`config.mk`:
```
export PLATFORM = sky130hd
export DESIGN_NAME = flash_security_protection_cfg
export DESIGN_NICKNAME = d
export VERILOG_FILES = /design/src/core/flash_sec_pkg.sv /design/src/core/protect_range_calc.sv /design/src/core/flash_security_protection_cfg.sv
export VERILOG_INCLUDE_DIRS = /design/src /design/src/core
export SDC_FILE = /design/constraint.sdc
export NUM_CORES = 1
export LEC_CHECK = 0
export BUFFER_PORTS_ARGS = -buffer_cell sky130_fd_sc_hd__buf_4
export CORE_MARGIN = 2
export CORE_UTILIZATION = 58
export DETAILED_ROUTE_END_ITERATION = 10
export PLACE_DENSITY_LB_ADDON = 0.2
export SLEW_MARGIN = 25
export SYNTH_ARGS = -nofsm -noshare
export SYNTH_HDL_FRONTEND = slang
export SYNTH_SLANG_ARGS = --single-unit
```
`constraint.sdc`:
```
create_clock -name clk_sys_i -period 7.5 [get_ports clk_sys_i]
set_input_delay 0 -clock clk_sys_i [delete_from_list [all_inputs] [get_ports clk_sys_i]]
set_output_delay 0 -clock clk_sys_i [all_outputs]
set_load 0.01 [all_outputs]
```
`src/core/flash_sec_cfg.svh`:
```
// Purpose: Offsets, field positions, reset values and limits of the flash
//          security and protection configuration block.
// Assumes: 16-bit CPU address space, 8-bit registers.
// Notes:   Definitions only.
`ifndef FLASH_SEC_CFG_SVH
`define FLASH_SEC_CFG_SVH

// ========================================================================
// Register addresses
`define FSP_ADDR_OPT     16'h1821
`define FSP_ADDR_CFG     16'h1823
`define FSP_ADDR_PROT    16'h1824

// ========================================================================
// Option shadow fields
`define FSP_OPT_KEY_ENABLE    7
`define FSP_OPT_NORED    6
`define FSP_OPT_SEC_HI   1
`define FSP_OPT_SEC_LO   0
`define FSP_OPT_MASK     8'hC3
`define FSP_OPT_RST      8'h00
`define FSP_SEC_UNSEC    2'h2

// ========================================================================
// Configuration control fields
`define FSP_CFG_KEY_ACCESS   5
`define FSP_CFG_MASK     8'hE0
`define FSP_CFG_RST      8'h00

// ========================================================================
// Protection shadow fields
`define FSP_PROT_OPEN    7
`define FSP_PROT_DIS     6
`define FSP_PROT_PS_HI   5
`define FSP_PROT_PS_LO   3
`define FSP_PROT_MASK    8'hF8
`define FSP_PROT_RST     8'h00
`define FSP_PS_ALL       3'h7

// ========================================================================
// Address map constants
`define FSP_KEY_LO       16'hFFB0
`define FSP_KEY_HI       16'hFFB7
`define FSP_KEY_BYTES    4'h8
`define FSP_FLASH_LOW    16'h182C
`define FSP_BLK_MIN      17'h00200
`define FSP_ADDR_TOP     17'h10000
`define FSP_VEC_SPAN     16'h0040
`define FSP_VEC_LO       16'hFFC0
`define FSP_VEC_HI       16'hFFFD

`endif

```
`src/core/flash_sec_pkg.sv`:
```
// Purpose: Types shared by the flash security and protection block.
// Assumes: Constants come from flash_sec_cfg.svh.
// Notes:   All state of the main module is one packed struct.
`default_nettype none
package flash_sec_pkg;

   // =====================================================================
   // Control sequence
   typedef enum logic [1:0] {
      ST_LOAD = 2'b00,
      ST_RUN  = 2'b01
   } seq_state_t;

   // =====================================================================
   // Complete register state
   typedef struct packed {
      seq_state_t  st;
      logic [7:0]  opt;
      logic [7:0]  cfg;
      logic [7:0]  prot;
      logic [63:0] key_buf;
      logic [3:0]  key_idx;
      logic        key_bad;
      logic        viol;
      logic [7:0]  rdata;
      logic        flash_wr;
      logic [15:0] fwr_addr;
      logic [7:0]  fwr_data;
      logic        cmd_ok;
      logic        cmd_bad;
      logic [15:0] vec_addr;
      logic        vec_valid;
      logic        secure;
      logic        redir_en;
      logic [15:0] redir_base;
   } fsp_state_t;

endpackage
`default_nettype wire

```
`src/core/protect_range_calc.sv`:
```
// Purpose: Decodes the protection and option shadows into the protected
//          range and the vector redirection window.
// Assumes: Purely combinational; caller registers only the redirect enable and base.
// Notes:   Flash smaller than the selected range is clamped to its start.
`timescale 1ns/100ps
`default_nettype none
`include "flash_sec_cfg.svh"

module protect_range_calc #(
   parameter logic [15:0] FLASH_LOW = `FSP_FLASH_LOW
) (
   input  wire logic [7:0]  prot_i,        // Protection shadow
   input  wire logic [7:0]  opt_i,         // Option shadow
   output logic      [15:0] base_o,        // First protected address
   output logic             all_lock_o,    // Whole array locked
   output logic             block_on_o,    // High block protected
   output logic             redir_on_o,    // Vector redirection active
   output logic      [15:0] redir_base_o   // Redirected vector base
);

   logic [2:0]  size_code;
   logic [16:0] span;
   logic [16:0] raw_base;
   logic        clamped;

   always_comb begin
      size_code = prot_i[`FSP_PROT_PS_HI:`FSP_PROT_PS_LO];
      span = `FSP_BLK_MIN << size_code;
      raw_base = `FSP_ADDR_TOP - span;
      all_lock_o = ~prot_i[`FSP_PROT_OPEN];
      block_on_o = ~prot_i[`FSP_PROT_DIS];
      // Code 111 and any range reaching below the array start use the
      // array start itself, the largest range this part can hold.
      clamped = (size_code == `FSP_PS_ALL)
              || (raw_base[15:0] < FLASH_LOW);
      base_o = clamped ? FLASH_LOW : raw_base[15:0];
      redir_base_o = base_o - `FSP_VEC_SPAN;
      // A clamped range has no room below it, so it never redirects.
      redir_on_o = block_on_o && !clamped
                 && prot_i[`FSP_PROT_OPEN]
                 && !opt_i[`FSP_OPT_NORED];
   end

endmodule
`default_nettype wire

```
`src/core/flash_security_protection_cfg.sv`:
```
// Purpose: Security state, backdoor key unlock and block protection with
//          vector redirection for the on-chip flash.
// Assumes: Nonvolatile bytes and the stored key are stable inputs from the
//          array; bus, command and vector requests are on clk_sys_i.
// Notes:   Shadows load on the first edge after each reset release.
`timescale 1ns/100ps
`default_nettype none
`include "flash_sec_cfg.svh"

// Operation
// - Option shadow is loaded from the nonvolatile option byte on every reset.
// - Option bits 5..2 read zero; option shadow writes are ignored.
// - Key enable clear means the backdoor key can never unlock.
// - Eight matching key bytes in ascending order unlock until next reset.
// - Key writes from background debug never count toward unlocking.
// - Redirect disable bit set stops vector redirection; clear allows it.
// - Only security pattern 10 is unsecured; 00, 01, 11 are secure.
// - While secure, memory accesses from unsecured sources are blocked; this block only reports it on secure_o and blocks nothing.
// - Key match or full blank check turns the security field to 10.
// - Config bits 7..5 read and write; bits 4..0 read zero.
// - Key access set captures key writes; clear passes them as commands.
// - With key access set, flash read data is flagged invalid.
// - Protection shadow is loaded from the nonvolatile byte on every reset.
// - Protection bits 2..0 read zero; user writes are ignored.
// - Background debug writes update the implemented protection bits.
// - Open bit clear forbids all program/erase; set permits unprotected ones.
// - Protect disable set protects nothing; clear protects the sized block.
// - Size code picks block ending at FFFF; 111 reaches down to 182C.
// - Program or erase inside the protected block is refused.
// - Vectors come from just below the protected block; code 111 never.
// - No redirection when open bit is 0 or redirect disable is 1.
// - The reset vector is never redirected.
// - A refused command sets a sticky violation flag and is ignored.
module flash_security_protection_cfg
   import flash_sec_pkg::*;
#(
   parameter logic [15:0] FLASH_LOW = `FSP_FLASH_LOW
) (
   input  wire logic        clk_sys_i,        // Bus clock
   input  wire logic        rstn_i,           // MCU reset, active low

   input  wire logic [7:0]  nv_option_i,      // Nonvolatile option byte
   input  wire logic [7:0]  nv_protect_i,     // Nonvolatile protection byte
   input  wire logic [63:0] stored_key_i,     // Stored key, byte 0 lowest

   input  wire logic [15:0] bus_addr_i,       // CPU bus address
   input  wire logic        bus_wr_i,         // Write strobe
   input  wire logic        bus_rd_i,         // Read strobe
   input  wire logic [7:0]  bus_wdata_i,      // Write data
   input  wire logic        bus_dbg_i,        // Access from debug command

   input  wire logic        blank_pass_i,     // Full blank check passed
   input  wire logic        cmd_launch_i,     // Command launch pulse
   input  wire logic        cmd_mass_i,       // Command is mass erase
   input  wire logic [15:0] cmd_addr_i,       // Command target address
   input  wire logic        viol_clr_i,       // Clear violation flag

   input  wire logic        vec_req_i,        // Vector fetch request
   input  wire logic [15:0] vec_addr_i,       // Vector address requested

   output logic      [7:0]  reg_rdata_o,      // Register read data
   output logic             flash_wr_o,       // Array write to sequencer
   output logic      [15:0] flash_wr_addr_o,  // Array write address
   output logic      [7:0]  flash_wr_data_o,  // Array write data

   output logic             read_invalid_o,   // Flash read data invalid
   output logic             secure_o,         // Device secure

   output logic             cmd_ok_o,         // Command accepted pulse
   output logic             cmd_refused_o,    // Command refused pulse
   output logic             prot_viol_o,      // Sticky violation flag

   output logic             vec_valid_o,      // Vector address valid
   output logic      [15:0] vec_addr_o,       // Vector address to fetch

   output logic             redirect_en_o,    // Redirection active
   output logic      [15:0] redirect_base_o   // Redirect window base
);

   // =====================================================================
   // Helpers
   function automatic logic in_range(input logic [15:0] a,
                                     input logic [15:0] lo,
                                     input logic [15:0] hi);
      in_range = (a >= lo) && (a <= hi);
   endfunction

   function automatic logic [7:0] key_byte(input logic [63:0] k,
                                           input logic [2:0]  idx);
      key_byte = k[{idx, 3'h0} +: 8];
   endfunction

   // =====================================================================
   // State
   fsp_state_t r;
   fsp_state_t n;

   logic [15:0] base;
   logic        all_lock;
   logic        block_on;
   logic        redir_on;
   logic [15:0] redir_base;

   protect_range_calc #(
      .FLASH_LOW (FLASH_LOW)
   ) u_range (
      .prot_i       (r.prot),
      .opt_i        (r.opt),
      .base_o       (base),
      .all_lock_o   (all_lock),
      .block_on_o   (block_on),
      .redir_on_o   (redir_on),
      .redir_base_o (redir_base)
   );

   // =====================================================================
   // Next state
   logic       key_access_old;
   logic       key_access_new;
   logic       hit;
   logic [2:0] kidx;

   always_comb begin
      n = r;
      key_access_old = r.cfg[`FSP_CFG_KEY_ACCESS];
      key_access_new = key_access_old;
      hit = 1'b0;
      kidx = bus_addr_i[2:0];

      n.flash_wr = 1'b0;
      n.cmd_ok = 1'b0;
      n.cmd_bad = 1'b0;
      n.vec_valid = 1'b0;
      n.rdata = 8'h00;

      unique case (r.st)
         ST_LOAD: begin
            // Copying in the first clocked cycle keeps the reset itself
            // free of data: the flops only ever reset to constants.
            n.opt = nv_option_i & `FSP_OPT_MASK;
            n.prot = nv_protect_i & `FSP_PROT_MASK;
            n.cfg = `FSP_CFG_RST;
            n.key_idx = 4'h0;
            n.key_bad = 1'b0;
            n.st = ST_RUN;
         end

         ST_RUN: begin
            // Configuration register; key access edges frame a key entry.
            if (bus_wr_i && bus_addr_i == `FSP_ADDR_CFG) begin
               n.cfg = bus_wdata_i & `FSP_CFG_MASK;
               key_access_new = bus_wdata_i[`FSP_CFG_KEY_ACCESS];
               if (!key_access_old && key_access_new) begin
                  n.key_idx = 4'h0;
                  n.key_bad = 1'b0;
               end

               if (key_access_old && !key_access_new) begin
                  hit = r.opt[`FSP_OPT_KEY_ENABLE]
                     && !r.key_bad
                     && r.key_idx == `FSP_KEY_BYTES
                     && r.key_buf == stored_key_i;
                  n.key_idx = 4'h0;
                  n.key_bad = 1'b0;
               end
            end

            // Protection shadow takes debug writes only.
            if (bus_wr_i && bus_dbg_i && bus_addr_i == `FSP_ADDR_PROT) begin
               n.prot = bus_wdata_i & `FSP_PROT_MASK;
            end

            // Option shadow has no write path at all.
            if (bus_wr_i && in_range(bus_addr_i, `FSP_KEY_LO, `FSP_KEY_HI)
                && key_access_old) begin
               // Debug key writes are swallowed without touching the
               // sequence, so they neither help nor spoil an entry.
               if (!bus_dbg_i) begin
                  if (r.key_idx == {1'b0, kidx}) begin
                     n.key_buf[{kidx, 3'h0} +: 8] = bus_wdata_i;
                     if (bus_wdata_i != key_byte(stored_key_i, kidx)) begin
                        n.key_bad = 1'b1;
                     end
                     n.key_idx = r.key_idx + 4'h1;
                  end else begin
                     n.key_bad = 1'b1;
                  end
               end
            end else if (bus_wr_i && bus_addr_i >= FLASH_LOW) begin
               n.flash_wr = 1'b1;
               n.fwr_addr = bus_addr_i;
               n.fwr_data = bus_wdata_i;
            end

            if (hit || blank_pass_i) begin
               n.opt[`FSP_OPT_SEC_HI:`FSP_OPT_SEC_LO] = `FSP_SEC_UNSEC;
            end

            // Register reads; unmapped addresses return zero.
            if (bus_rd_i) begin
               unique case (bus_addr_i)
                  `FSP_ADDR_OPT:  n.rdata = r.opt & `FSP_OPT_MASK;
                  `FSP_ADDR_CFG:  n.rdata = r.cfg & `FSP_CFG_MASK;
                  `FSP_ADDR_PROT: n.rdata = r.prot & `FSP_PROT_MASK;
                  default:        n.rdata = 8'h00;
               endcase
            end

            // Protection check; a set in the clear cycle still wins.
            if (viol_clr_i) begin
               n.viol = 1'b0;
            end

            if (cmd_launch_i) begin
               if (all_lock
                   || (block_on && (cmd_mass_i
                       || cmd_addr_i >= base))) begin
                  n.viol = 1'b1;
                  n.cmd_bad = 1'b1;
               end else begin
                  n.cmd_ok = 1'b1;
               end
            end

            // Vector fetch; the reset vector sits above the window.
            if (vec_req_i) begin
               n.vec_valid = 1'b1;
               if (r.redir_en
                   && in_range(vec_addr_i, `FSP_VEC_LO, `FSP_VEC_HI)) begin
                  n.vec_addr = r.redir_base | {10'h000, vec_addr_i[5:0]};
               end else begin
                  n.vec_addr = vec_addr_i;
               end
            end
         end
      endcase

      n.secure = n.opt[`FSP_OPT_SEC_HI:`FSP_OPT_SEC_LO]
                 != `FSP_SEC_UNSEC;
      n.redir_en = redir_on;
      n.redir_base = redir_base;
   end

   // =====================================================================
   // Registers
   always_ff @(posedge clk_sys_i or negedge rstn_i) begin
      if (!rstn_i) begin
         r.st <= ST_LOAD;

         r.opt <= `FSP_OPT_RST;
         r.cfg <= `FSP_CFG_RST;
         r.prot <= `FSP_PROT_RST;

         r.key_buf <= 64'h0000000000000000;
         r.key_idx <= 4'h0;
         r.key_bad <= 1'b0;

         r.viol <= 1'b0;

         r.rdata <= 8'h00;
         r.flash_wr <= 1'b0;
         r.fwr_addr <= 16'h0000;
         r.fwr_data <= 8'h00;

         r.cmd_ok <= 1'b0;
         r.cmd_bad <= 1'b0;
         r.vec_addr <= 16'h0000;
         r.vec_valid <= 1'b0;

         r.secure <= 1'b1;
         r.redir_en <= 1'b0;
         r.redir_base <= 16'h0000;
      end else begin
         r <= n;
      end
   end

   // =====================================================================
   // Outputs
   // Secure is asserted from reset until the shadow says otherwise, so a
   // debug host can never slip an access in before the load.
   assign reg_rdata_o = r.rdata;

   assign flash_wr_o = r.flash_wr;
   assign flash_wr_addr_o = r.fwr_addr;
   assign flash_wr_data_o = r.fwr_data;

   assign read_invalid_o = r.cfg[`FSP_CFG_KEY_ACCESS];
   assign secure_o = r.secure;

   assign cmd_ok_o = r.cmd_ok;
   assign cmd_refused_o = r.cmd_bad;
   assign prot_viol_o = r.viol;

   assign vec_valid_o = r.vec_valid;
   assign vec_addr_o = r.vec_addr;

   assign redirect_en_o = r.redir_en;
   assign redirect_base_o = r.redir_base;

endmodule
`default_nettype wire

```
# Yosys cells after proc, flatten, opt, wreduce, memory -nomap -nowiden
# Cells that the tools add are included.
# classes
add_sub_neg	4
n_lt_le_gt_ge	7
eq_ne	11
shifts	4
n_mux	31
n_bitwise	5
reduce_logical	31
# ops
op	count
$bwmux 64	1
$eq 64x64->1	1
$shift 8x8->64 const A	1
$shiftx 64x7->8	1
$shiftx 8x8->64	1
$mux 52	1
$mux 25	2
$eq 16x13->1 const B	3
$pmux 18 s2	1
$ge 16x16->1 const B	2
$le 16x16->1 const B	2
$mux 16	2
$mux 5	5
$mux 8	3
$pmux 8 s3	1
$logic_and 1x1->1	18
$mux 17	1
$ge 16x13->1 const B	1
$ge 16x16->1	1
$lt 16x13->1 const B	1
$or 16x6->16	1
$shl 10x3->16 const A	1
$sub 1x16->16 const A	1
$sub 16x7->16 const B	1
other kinds (18)	40
# totals
ff_bits	161
output_inout_bits	72
word_cells	113

# Longest topological paths before layout
# Gate-level depths: netlist (run 1).
# depth
word_depth	12
mapped_depth	15
depth_no_buf	13

# Cells and area by module
# Synthesis (run 1) repeated with hierarchy kept, for this count alone.
# hier_totals
hier_cells	855
hier_area_um2	8987.4
# by_module_without_submodules
mod	n_inst	cells_each	area_per_inst_um2	seq_area_each_um2
flash_security_protection_cfg	1	779	8541.9	3804.9
protect_range_calc	1	76	445.4	0.0

# Worst setup path after synthesis (run 1)
# OpenSTA, ideal clock, no wires.
# synth_timing
path_kind	reg-to-reg
startpoint	register r[143] in the netlist's numbering
endpoint	register r (netlist bit prot_viol_o)
setup_time_ns	0.143
t_arrival_ns	2.924
required_ns	7.357
setup_slack_ns	4.433
path_stages_with_launch	15
path_buffers	2
period_less_slack_ns	3.067
cell_sequence	dfrtp_1 clkbuf_1 nor3_1 inv_1 ha_1 clkbuf_1 or3_1 a21oi_1 a21oi_1 inv_1 ha_1 a211oi_1 a21oi_1 o41ai_1 o21ai_0
# synth_via
elab_chain_len	11
elab_cells_between_ends	12
cone_classes	1 x add/sub; 2 x order compare; 1 x eq/ne; 1 x shift; 3 x mux; 4 x reduce/logical
# synth_rtl
item	line	source
from (decl)	flash_security_protection_cfg.sv:95	fsp_state_t r;
from (signal assigned)	flash_security_protection_cfg.sv:274	r <= n;
$shl 10x3->16 (no source line)	--	
$sub 1x16->16 (no source line)	--	
$lt 16x13->1	protect_range_calc.sv:35	|| (raw_base[15:0] < FLASH_LOW);
$logic_or 1x1->1	protect_range_calc.sv:34	clamped = (size_code == `FSP_PS_ALL)
$mux 16 (*)	protect_range_calc.sv:36	base_o = clamped ? FLASH_LOW : raw_base[15:0];
$ge 16x16->1 (*)	flash_security_protection_cfg.sv:217	|| cmd_addr_i >= base))) begin
$logic_or 1x1->1 (*)	flash_security_protection_cfg.sv:217	
$logic_and 1x1->1 (*)	flash_security_protection_cfg.sv:216	|| (block_on && (cmd_mass_i
$logic_or 1x1->1 (*)	flash_security_protection_cfg.sv:216	
$mux 1 (*)	flash_security_protection_cfg.sv:215	if (all_lock
$mux 1 (*)	flash_security_protection_cfg.sv:214	if (cmd_launch_i) begin
# Mark *: on every way between the ends. The rest lies on a longest branch, timed or not.
# A chain may end at the register's enable or synchronous reset.

# Worst setup path in the final report (run 1)
# Same ends and word-level chain as after synthesis.

==> results of run 1 <==
[cell type report]
cell class | count | area, um2 | area share, %
clock buffers | 20 | 446.7 | 4.194
clock inverters | 12 | 156.4 | 1.468
well taps | 180 | 225.2 | 2.114
multi-input cells | 493 | 3931 | 36.91
flip-flops and latches | 145 | 3630 | 34.08
inverters | 42 | 157.7 | 1.480
repair buffers | 262 | 2105 | 19.76
[per-layer routing]
| metal | track usage, % | vias to the layer above | part of all wire (%) |
|---|---|---|---|
| met5 | 0 | - | 0 |
| met3 | 7.372 | 67 | 6.6 |
| li1 | - | 3026 | - |
| met2 | 52.51 | 298 | 49 |
| met1 | 39.17 | 3253 | 41 |
| met4 | 13.62 | 0 | 3.7 |
[cell usage in the layout, fill, tap and decap left out, types with 12 or more instances in the layout]
cell             n
a21oi_1         27
buf_4          208
clkbuf_16       17
dfrtp_1        144
dlygate4sd3_1   52
ha_1            18
inv_1           41
mux2_2          88
mux2i_1         19
nand2_1         44
nand3_1         17
nand4_1         12
nor2_1          25
nor2b_1         16
o21ai_0         36
o22ai_1         12
xnor2_1         33
xor2_1          25
[stage by stage]
| stage | hold slack, ns | util [%] | setup WS [ns] |
|---|---|---|---|
| floorplan | -0.2956 | - | 4.433 |
| global placement | 0.02302 | 68.09 | 4.316 |
| detailed placement | 0.02830 | 68.09 | 4.208 |
| CTS | 0.01229 | 76.12 | 4.195 |
| global route | 0.02212 | 76.14 | 3.797 |
| finish | 0.03343 | 76.14 | 4.092 |
[power by group through the flow]
stage | clock [uW] | combinational (uW) | sequential [uW]
floorplan | 0 | 235 | 867
global placement | 0 | 354 | 878
detailed placement | 0 | 363 | 881
CTS | 874 | 387 | 867
global route | 914 | 424 | 874
finish | 860 | 390 | 868
[flip-flops by register name, summed over array words and instances (netlist names)]
signal and cells:
r 81, flash_wr_addr_o 16, vec_addr_o 16, redirect_base_o 9, flash_wr_data_o 8, reg_rdata_o 7
cmd_ok_o 1, cmd_refused_o 1, flash_wr_o 1, prot_viol_o 1, read_invalid_o 1, redirect_en_o 1
secure_o 1, vec_valid_o 1
[tightest hold or removal path, delay by kind of cell]
family	cells	cell delay (ns)
buf+inv	1	0.07
simple gates	2	0.34
[cell usage after synthesis, types with 2 or more instances]
master,number,area (um2)
o2111ai_1,2,17.52
conb_1,2,7.510
dfrtp_1,144,3603
nor3_1,6,30.03
mux2_4,8,120.1
buf_2,10,50.05
nand4_1,12,75.07
buf_4,67,503.0
xor2_1,25,219.0
nor2_1,25,93.84
nand2_1,44,165.2
and3_1,3,18.77
mux4_2,6,135.1
a32oi_1,2,17.52
a211oi_1,7,52.55
mux2i_1,19,190.2
or3_1,5,31.28
and2_1,4,25.02
a2111oi_0,4,35.03
a21oi_1,27,135.1
a21boi_0,2,15.01
nor4_1,11,68.82
nor3_2,2,20.02
nor2_2,2,12.51
a22o_1,3,26.28
nand4b_1,2,17.52
inv_1,41,153.9
nand3_1,17,85.08
a311oi_1,2,17.52
or4_1,6,45.04
a31o_2,3,26.28
o21ai_0,36,180.2
o21a_1,3,22.52
nor2b_1,16,100.1
mux2_2,88,991.0
clkbuf_1,14,52.55
o22ai_1,12,75.07
nand2b_1,7,43.79
xnor2_1,33,289.0
nor4_4,3,63.81
ha_1,18,225.2
a22oi_1,2,15.01
buf_6,3,33.78
or2_2,2,12.51
[cell families (layout without fill, tap and decap cells)]
family / Yosys count / count (layout) / synth area share [%]
adders and majority gates: 18 / 18 / 2.697
buffers and inverters: 139 / 336 / 9.783
muxes: 121 / 121 / 17.20
and+or+nand+nor: 175 / 175 / 11.99
DFF: 145 / 145 / 43.46
AOI/OAI and AO/OA: 115 / 115 / 8.704
other: 2 / 6 / 0.08992
xor gates and xnor gates: 58 / 58 / 6.082
[how the worst max path moves through the flow]
stage | slack, ns | end | cells after the start
2_1_floorplan | 4.43 | prot_viol_o | 14
3_3_place_gp | 4.32 | prot_viol_o | 12
3_5_place_dp | 4.21 | prot_viol_o | 12
4_1_cts | 4.20 | prot_viol_o | 12
5_1_grt | 3.80 | prot_viol_o | 12
6_report | 4.09 | prot_viol_o | 12
[what timing repair did]
| item | in CTS | in global routing |
|---|---|---|
| endpoints found under the hold margin | 171 | 0 |
| setup endpoints to repair | 0 | 0 |
| hold buffers | 52 | 0 |
==> flow_summary.yaml, run 1 <==
outcome:
  outcome: "complete, no violations"
yosys:
  ys_warn_count: 0
  synth_top_flop_cell: "dfrtp_1"
  async_flop_share_pct: 100.0
  synth_cell_types: 67
  synth_edf_count: 0
  syn_area_mm2: 0.008352
  ys_seq_area_share_pct: 43.46
  synth_area_per_cell_um2: 10.80
  ys_ff_latch: 145
  postSynthCellCount: 773
pwr:
  swShare_pct: 25.95
  internal_power_uw: 1569
  p_comb_share_pct: 18.4
  p_leak_uw: 0.005046
  pwr-share-clk_pct: 40.6
  powerDensity_mw_per_mm2: 198.9
  total_power_uw: 2119
  power.switching_uw: 549.8
  peakVddDrop_mv: 0.1387
  p_seq_share_pct: 41.0
worst_setup_path:
  r2r_slack_ns: 4.09
  rr_worst_depth: 12
  crit_top_cell: "a21oi_1"
  startpoint: "r[143]"
  end_kind: "flip-flop"
  crit_buf_inv: 2
  cpLargestDelayFamily: "compound AO/OA/AOI/OAI gates"
  cp_cell_sequence: "nor3_1, inv_1, ha_1, or3_1, a21oi_1, a21oi_1, inv_1, ha_1, a211oi_1, a21oi_1, o41ai_1, o21ai_0"
  cp.arrival_ns: 3.68
  max_stage_delay_ns: 0.51
  cp-start-kind: "flip-flop"
  required_ns: 7.77
  reg2reg_from: "r[143]"
  worst-path-max-fanout: 12
  critPathSlowestCell: "dfrtp_1"
  r2r_end: "prot_viol_o"
  crit_type: "reg -> reg"
sta:
  post-route-period-util_pct: 45.44
  worst_slew_pin_slew_ns: 0.9197
  fmax_ghz: 0.2934
  fin_crit_ns: 3.408
  max-slew-margin-rel_pct: 38.68
  drv_slew: 0
  tns_ns: 0
  skew_ns: 0.005731
  rsz0062_at_grt: "false"
  setup_viol: 0
  hold_viol: 0
floorplanning:
  chipWidth_um: 124
  start_util_pct: 59.70
  die_area_mm2: 0.01538
  die_h_um: 124
  core-area_mm2: 0.01399
  pin_count: 218
  rows: 43
min_path:
  hold_path_class: "in -> reg"
  min_from: "bus_rd_i"
  min_path_cells: 3
  hold_end: "reg_rdata_o[5]"
detailed_routing:
  ant_nets: 0
  drc_errors: 0
  num_vias: 6644
  avgRoutedWirePerCell_um: 19.98
  drtPass1Iterations: 5
  avgViaCountPerCell: 5.757
  drt_iter0_drc: 476
  wl_um: 23060
clock_network:
  numCtsBuffers: 17
  htreeDepth: 4
  cts_resized: 0
  cts_root_buf: "clkbuf_16"
  path_clk_slew_ns: 0.06
  cts_tree: "built"
  clk_path_buf_depth: 2
  clk_latency_ns: 0.42
  cts_setup_buffers: 0
  clock_sinks: 145
finish:
  antennaDiodeCount: 0
  area.growth.synth_to_final_pct: 27.54
  finish.instance_area_mm2: 0.01065
  layout.cells.non_filler: 1154
  fill_cells: 964
  drive_above_1_share_pct: 36.96
  final_nets: 1125
grt:
  grt_pass1_vias: 6976
  grt_overflow: 0
  gr-usage-all-layers_pct: 31.44
  grt_max_degree: 82
  grt_pass1_wl_um: 36000
  antenna_found_initial: 0
run:
  max-cap-violations: 0
placed_design:
  placed_cells: 1070
  io_buffers: 204
  globalplace.congestion: 0.9462
  place_hpwl_um: 16650
  dpl-instance-area_mm2: 0.009524
(Power assumes the default switching activity.)
==> run 2: changes to the inputs <==
Settings changed: ABC_AREA set to 1, CORE_UTILIZATION 58 to 55.
Clock period 7.5 ns to 3.3 ns, I/O delays scaled along.
==> flow_summary.yaml, run 2 <==
sta:
  fin_crit_ns: 2.892
  hold_ws_ns: 0.01718
  fmax_ghz: 0.3457
  setup_viol: 0
  skew_ns: 0.006601
  max-slew-margin-rel_pct: 38.77
  hold_viol: 0
  drv_slew: 0
  tns_ns: 0
  rsz0062_at_grt: "false"
  worst_slew_pin_slew_ns: 0.9175
  post-route-period-util_pct: 87.65
finish:
  largest_reg_flops: 81
  antennaDiodeCount: 0
  top_register: "r"
  fill_cells: 1273
  layout.cells.non_filler: 1665
  mostFrequentLayoutCells: "nand2_1 (369), buf_4 (221), dfrtp_1 (144), inv_1 (124), nor2_1 (104)"
  final_common_cell: "nand2_1"
  seqCellArea_mm2: 0.003630
  multi_input_area_mm2: 0.004193
  drive_above_1_share_pct: 18.43
  area.growth.synth_to_final_pct: 27.12
  final_nets: 1601
grt:
  antenna_found_initial: 0
  grt_pass1_vias: 9116
  grt_overflow: 0
  gr-usage-all-layers_pct: 35.70
  grt_max_degree: 74
  grt_pass1_wl_um: 48420
yosys:
  synth_commonest_cells: "nand2_1 (369), dfrtp_1 (144), inv_1 (124)"
  postSynthCellCount: 1243
  synth_area_per_cell_um2: 7.226
  ys_warn_count: 0
  ys_seq_area_share_pct: 40.41
  async_flop_share_pct: 100.0
  synth_most_common_cell: "nand2_1"
  syn_area_mm2: 0.008982
  synth_edf_count: 0
  ys_ff_latch: 145
  synth_cell_types: 48
  synth_top_flop_cell: "dfrtp_1"
  netlist_top_cells_area: "dfrtp_1 (40%), nand2_1 (15%), o21ai_0 (5.7%)"
  yosys.area.top_type: "dfrtp_1"
  synth_top_area_share_pct: 40.12
min_path:
  min_from: "bus_wdata_i[3]"
  hold_path_class: "in -> reg"
  hold_end: "r[135]"
  min_path_cells: 5
floorplanning:
  die_h_um: 131.8
  rows: 46
  chipWidth_um: 131.8
  pin_count: 218
  die_area_mm2: 0.01737
  core-area_mm2: 0.01594
  start_util_pct: 56.34
pwr:
  powerDensity_mw_per_mm2: 435.3
  p_leak_uw: 0.005642
  peakVddDrop_mv: 0.3455
placed_design:
  placed_cells: 1580
  place_hpwl_um: 21900
  io_buffers: 204
  globalplace.congestion: 0.9993
clock_network:
  numCtsBuffers: 17
  clock_sinks: 145
  cts_root_buf: "clkbuf_16"
  path_clk_slew_ns: 0.06
  clk_latency_ns: 0.42
  clk_path_buf_depth: 2
  hold_buffers: 54
  htreeDepth: 4
  cts_tree: "built"
  cts_resized: 0
  cts_setup_buffers: 0
worst_setup_path:
  crit_type: "reg -> reg"
  r2r_end: "prot_viol_o"
  max_stage_delay_ns: 0.40
  cp.arrival_ns: 3.26
  rr_worst_depth: 18
  cp-start-kind: "flip-flop"
  cp_cell_sequence: "nor2_1, nand2_1, ha_1, inv_1, a21oi_1, inv_1, a21oi_1, a31oi_1, nand2_1, ha_1, nand4_1, nor4b_1, nand2_1, nand3b_1, nand2_1, nand2_1, nand3_1, nand2_1"
  end_kind: "flip-flop"
  required_ns: 3.66
  critPathSlowestCell: "dfrtp_1"
  r2r_slack_ns: 0.41
  crit_top_cell: "nand2_1"
  worst-path-max-fanout: 5
  reg2reg_from: "r[143]"
outcome:
  outcome: "complete, no violations"
run:
  max-cap-violations: 0
detailed_routing:
  ant_nets: 0
  drtPass1Iterations: 5
  drc_errors: 0
  avgRoutedWirePerCell_um: 18.48
  num_vias: 9402
  wl_um: 30770
  drt_iter0_drc: 1054
  avgViaCountPerCell: 5.647
run 2: cell types whose count changed after synthesis, moves of 16 or more:
cell / previous run / this run
xnor2_1: 33 / 6
nor3_1: 6 / 31
nor2b_1: 16 / 0
inv_1: 41 / 124
nand3_1: 17 / 72
o21ai_0: 36 / 102
o211ai_1: 1 / 17
mux2_2: 88 / 0
o21ai_1: 0 / 21
nand4_1: 12 / 32
mux2i_1: 19 / 0
nor2_1: 25 / 104
nand2_1: 44 / 369
run 2: routing by layer:
| layer | vias up | global-route usage, % | routed length (um) |
|---|---|---|---|
| met1 | 4364 | 45.48 | 12110 |
| met2 | 552 | 57.42 | 14360 |
| met5 | - | 0 | 0 |
| met4 | 0 | 20.35 | 1705 |
| li1 | 4375 | - | - |
| met3 | 111 | 6.690 | 2593 |
run 2: kinds of logic after synthesis:
logic type | Yosys count | share of synthesized area [%]
other cells | 2 | 0.08361
xor+xnor | 19 | 1.853
fa+ha+maj | 18 | 2.507
simple gates | 628 | 29.89
buf+inv | 237 | 13.08
compound gates | 194 | 12.17
flops | 145 | 40.41
run 2: worst max-delay path by stage:
stage,start,to,slack [ns],cells past startpoint
2_1_floorplan,r[143],prot_viol_o,0.84,18
3_3_place_gp,r[145],prot_viol_o,0.59,18
3_5_place_dp,r[145],prot_viol_o,0.55,18
4_1_cts,r[143],prot_viol_o,0.45,18
5_1_grt,r[143],prot_viol_o,0.06,18
6_report,r[143],prot_viol_o,0.41,18
run 2: area by class of cell:
type / count / area share [%]
Clock buffer: 22 / 3.978
Clock inverter: 9 / 1.162
Inverter: 130 / 4.273
Timing Repair Buffer: 278 / 19.71
Sequential cell: 145 / 31.79
Multi-Input combinational cell: 865 / 36.72
Tap cell: 216 / 2.367
run 2: per-stage QoR:
step                      utilization, %  total power, uW  cell area, um2  setup slack (ns)
after floorplan                        -             2573            8997            0.8414
after global placement             64.55             2945           10290            0.5924
after detailed placement           64.55             2961           10290            0.5464
after CTS                          71.62             4954           11420            0.4528
after global routing               71.62             5169           11420           0.05863
final                              71.62             4971           11420            0.4077
run 2: worst max-delay path, delay by kind of cell, from the launching register on:
kind	cells	cell delay, ns
simple gates	11	1.37
fa+ha+maj	2	0.59
flops	1	0.40
compound gates	3	0.26
buf+inv	2	0.20
run 2: where the power goes:
group	total [uW]	internal [uW]	switching (uW)
registers	1960	1890	71.3
clock network	1960	1210	757
logic	1050	450	596
total	4970	3550	1420
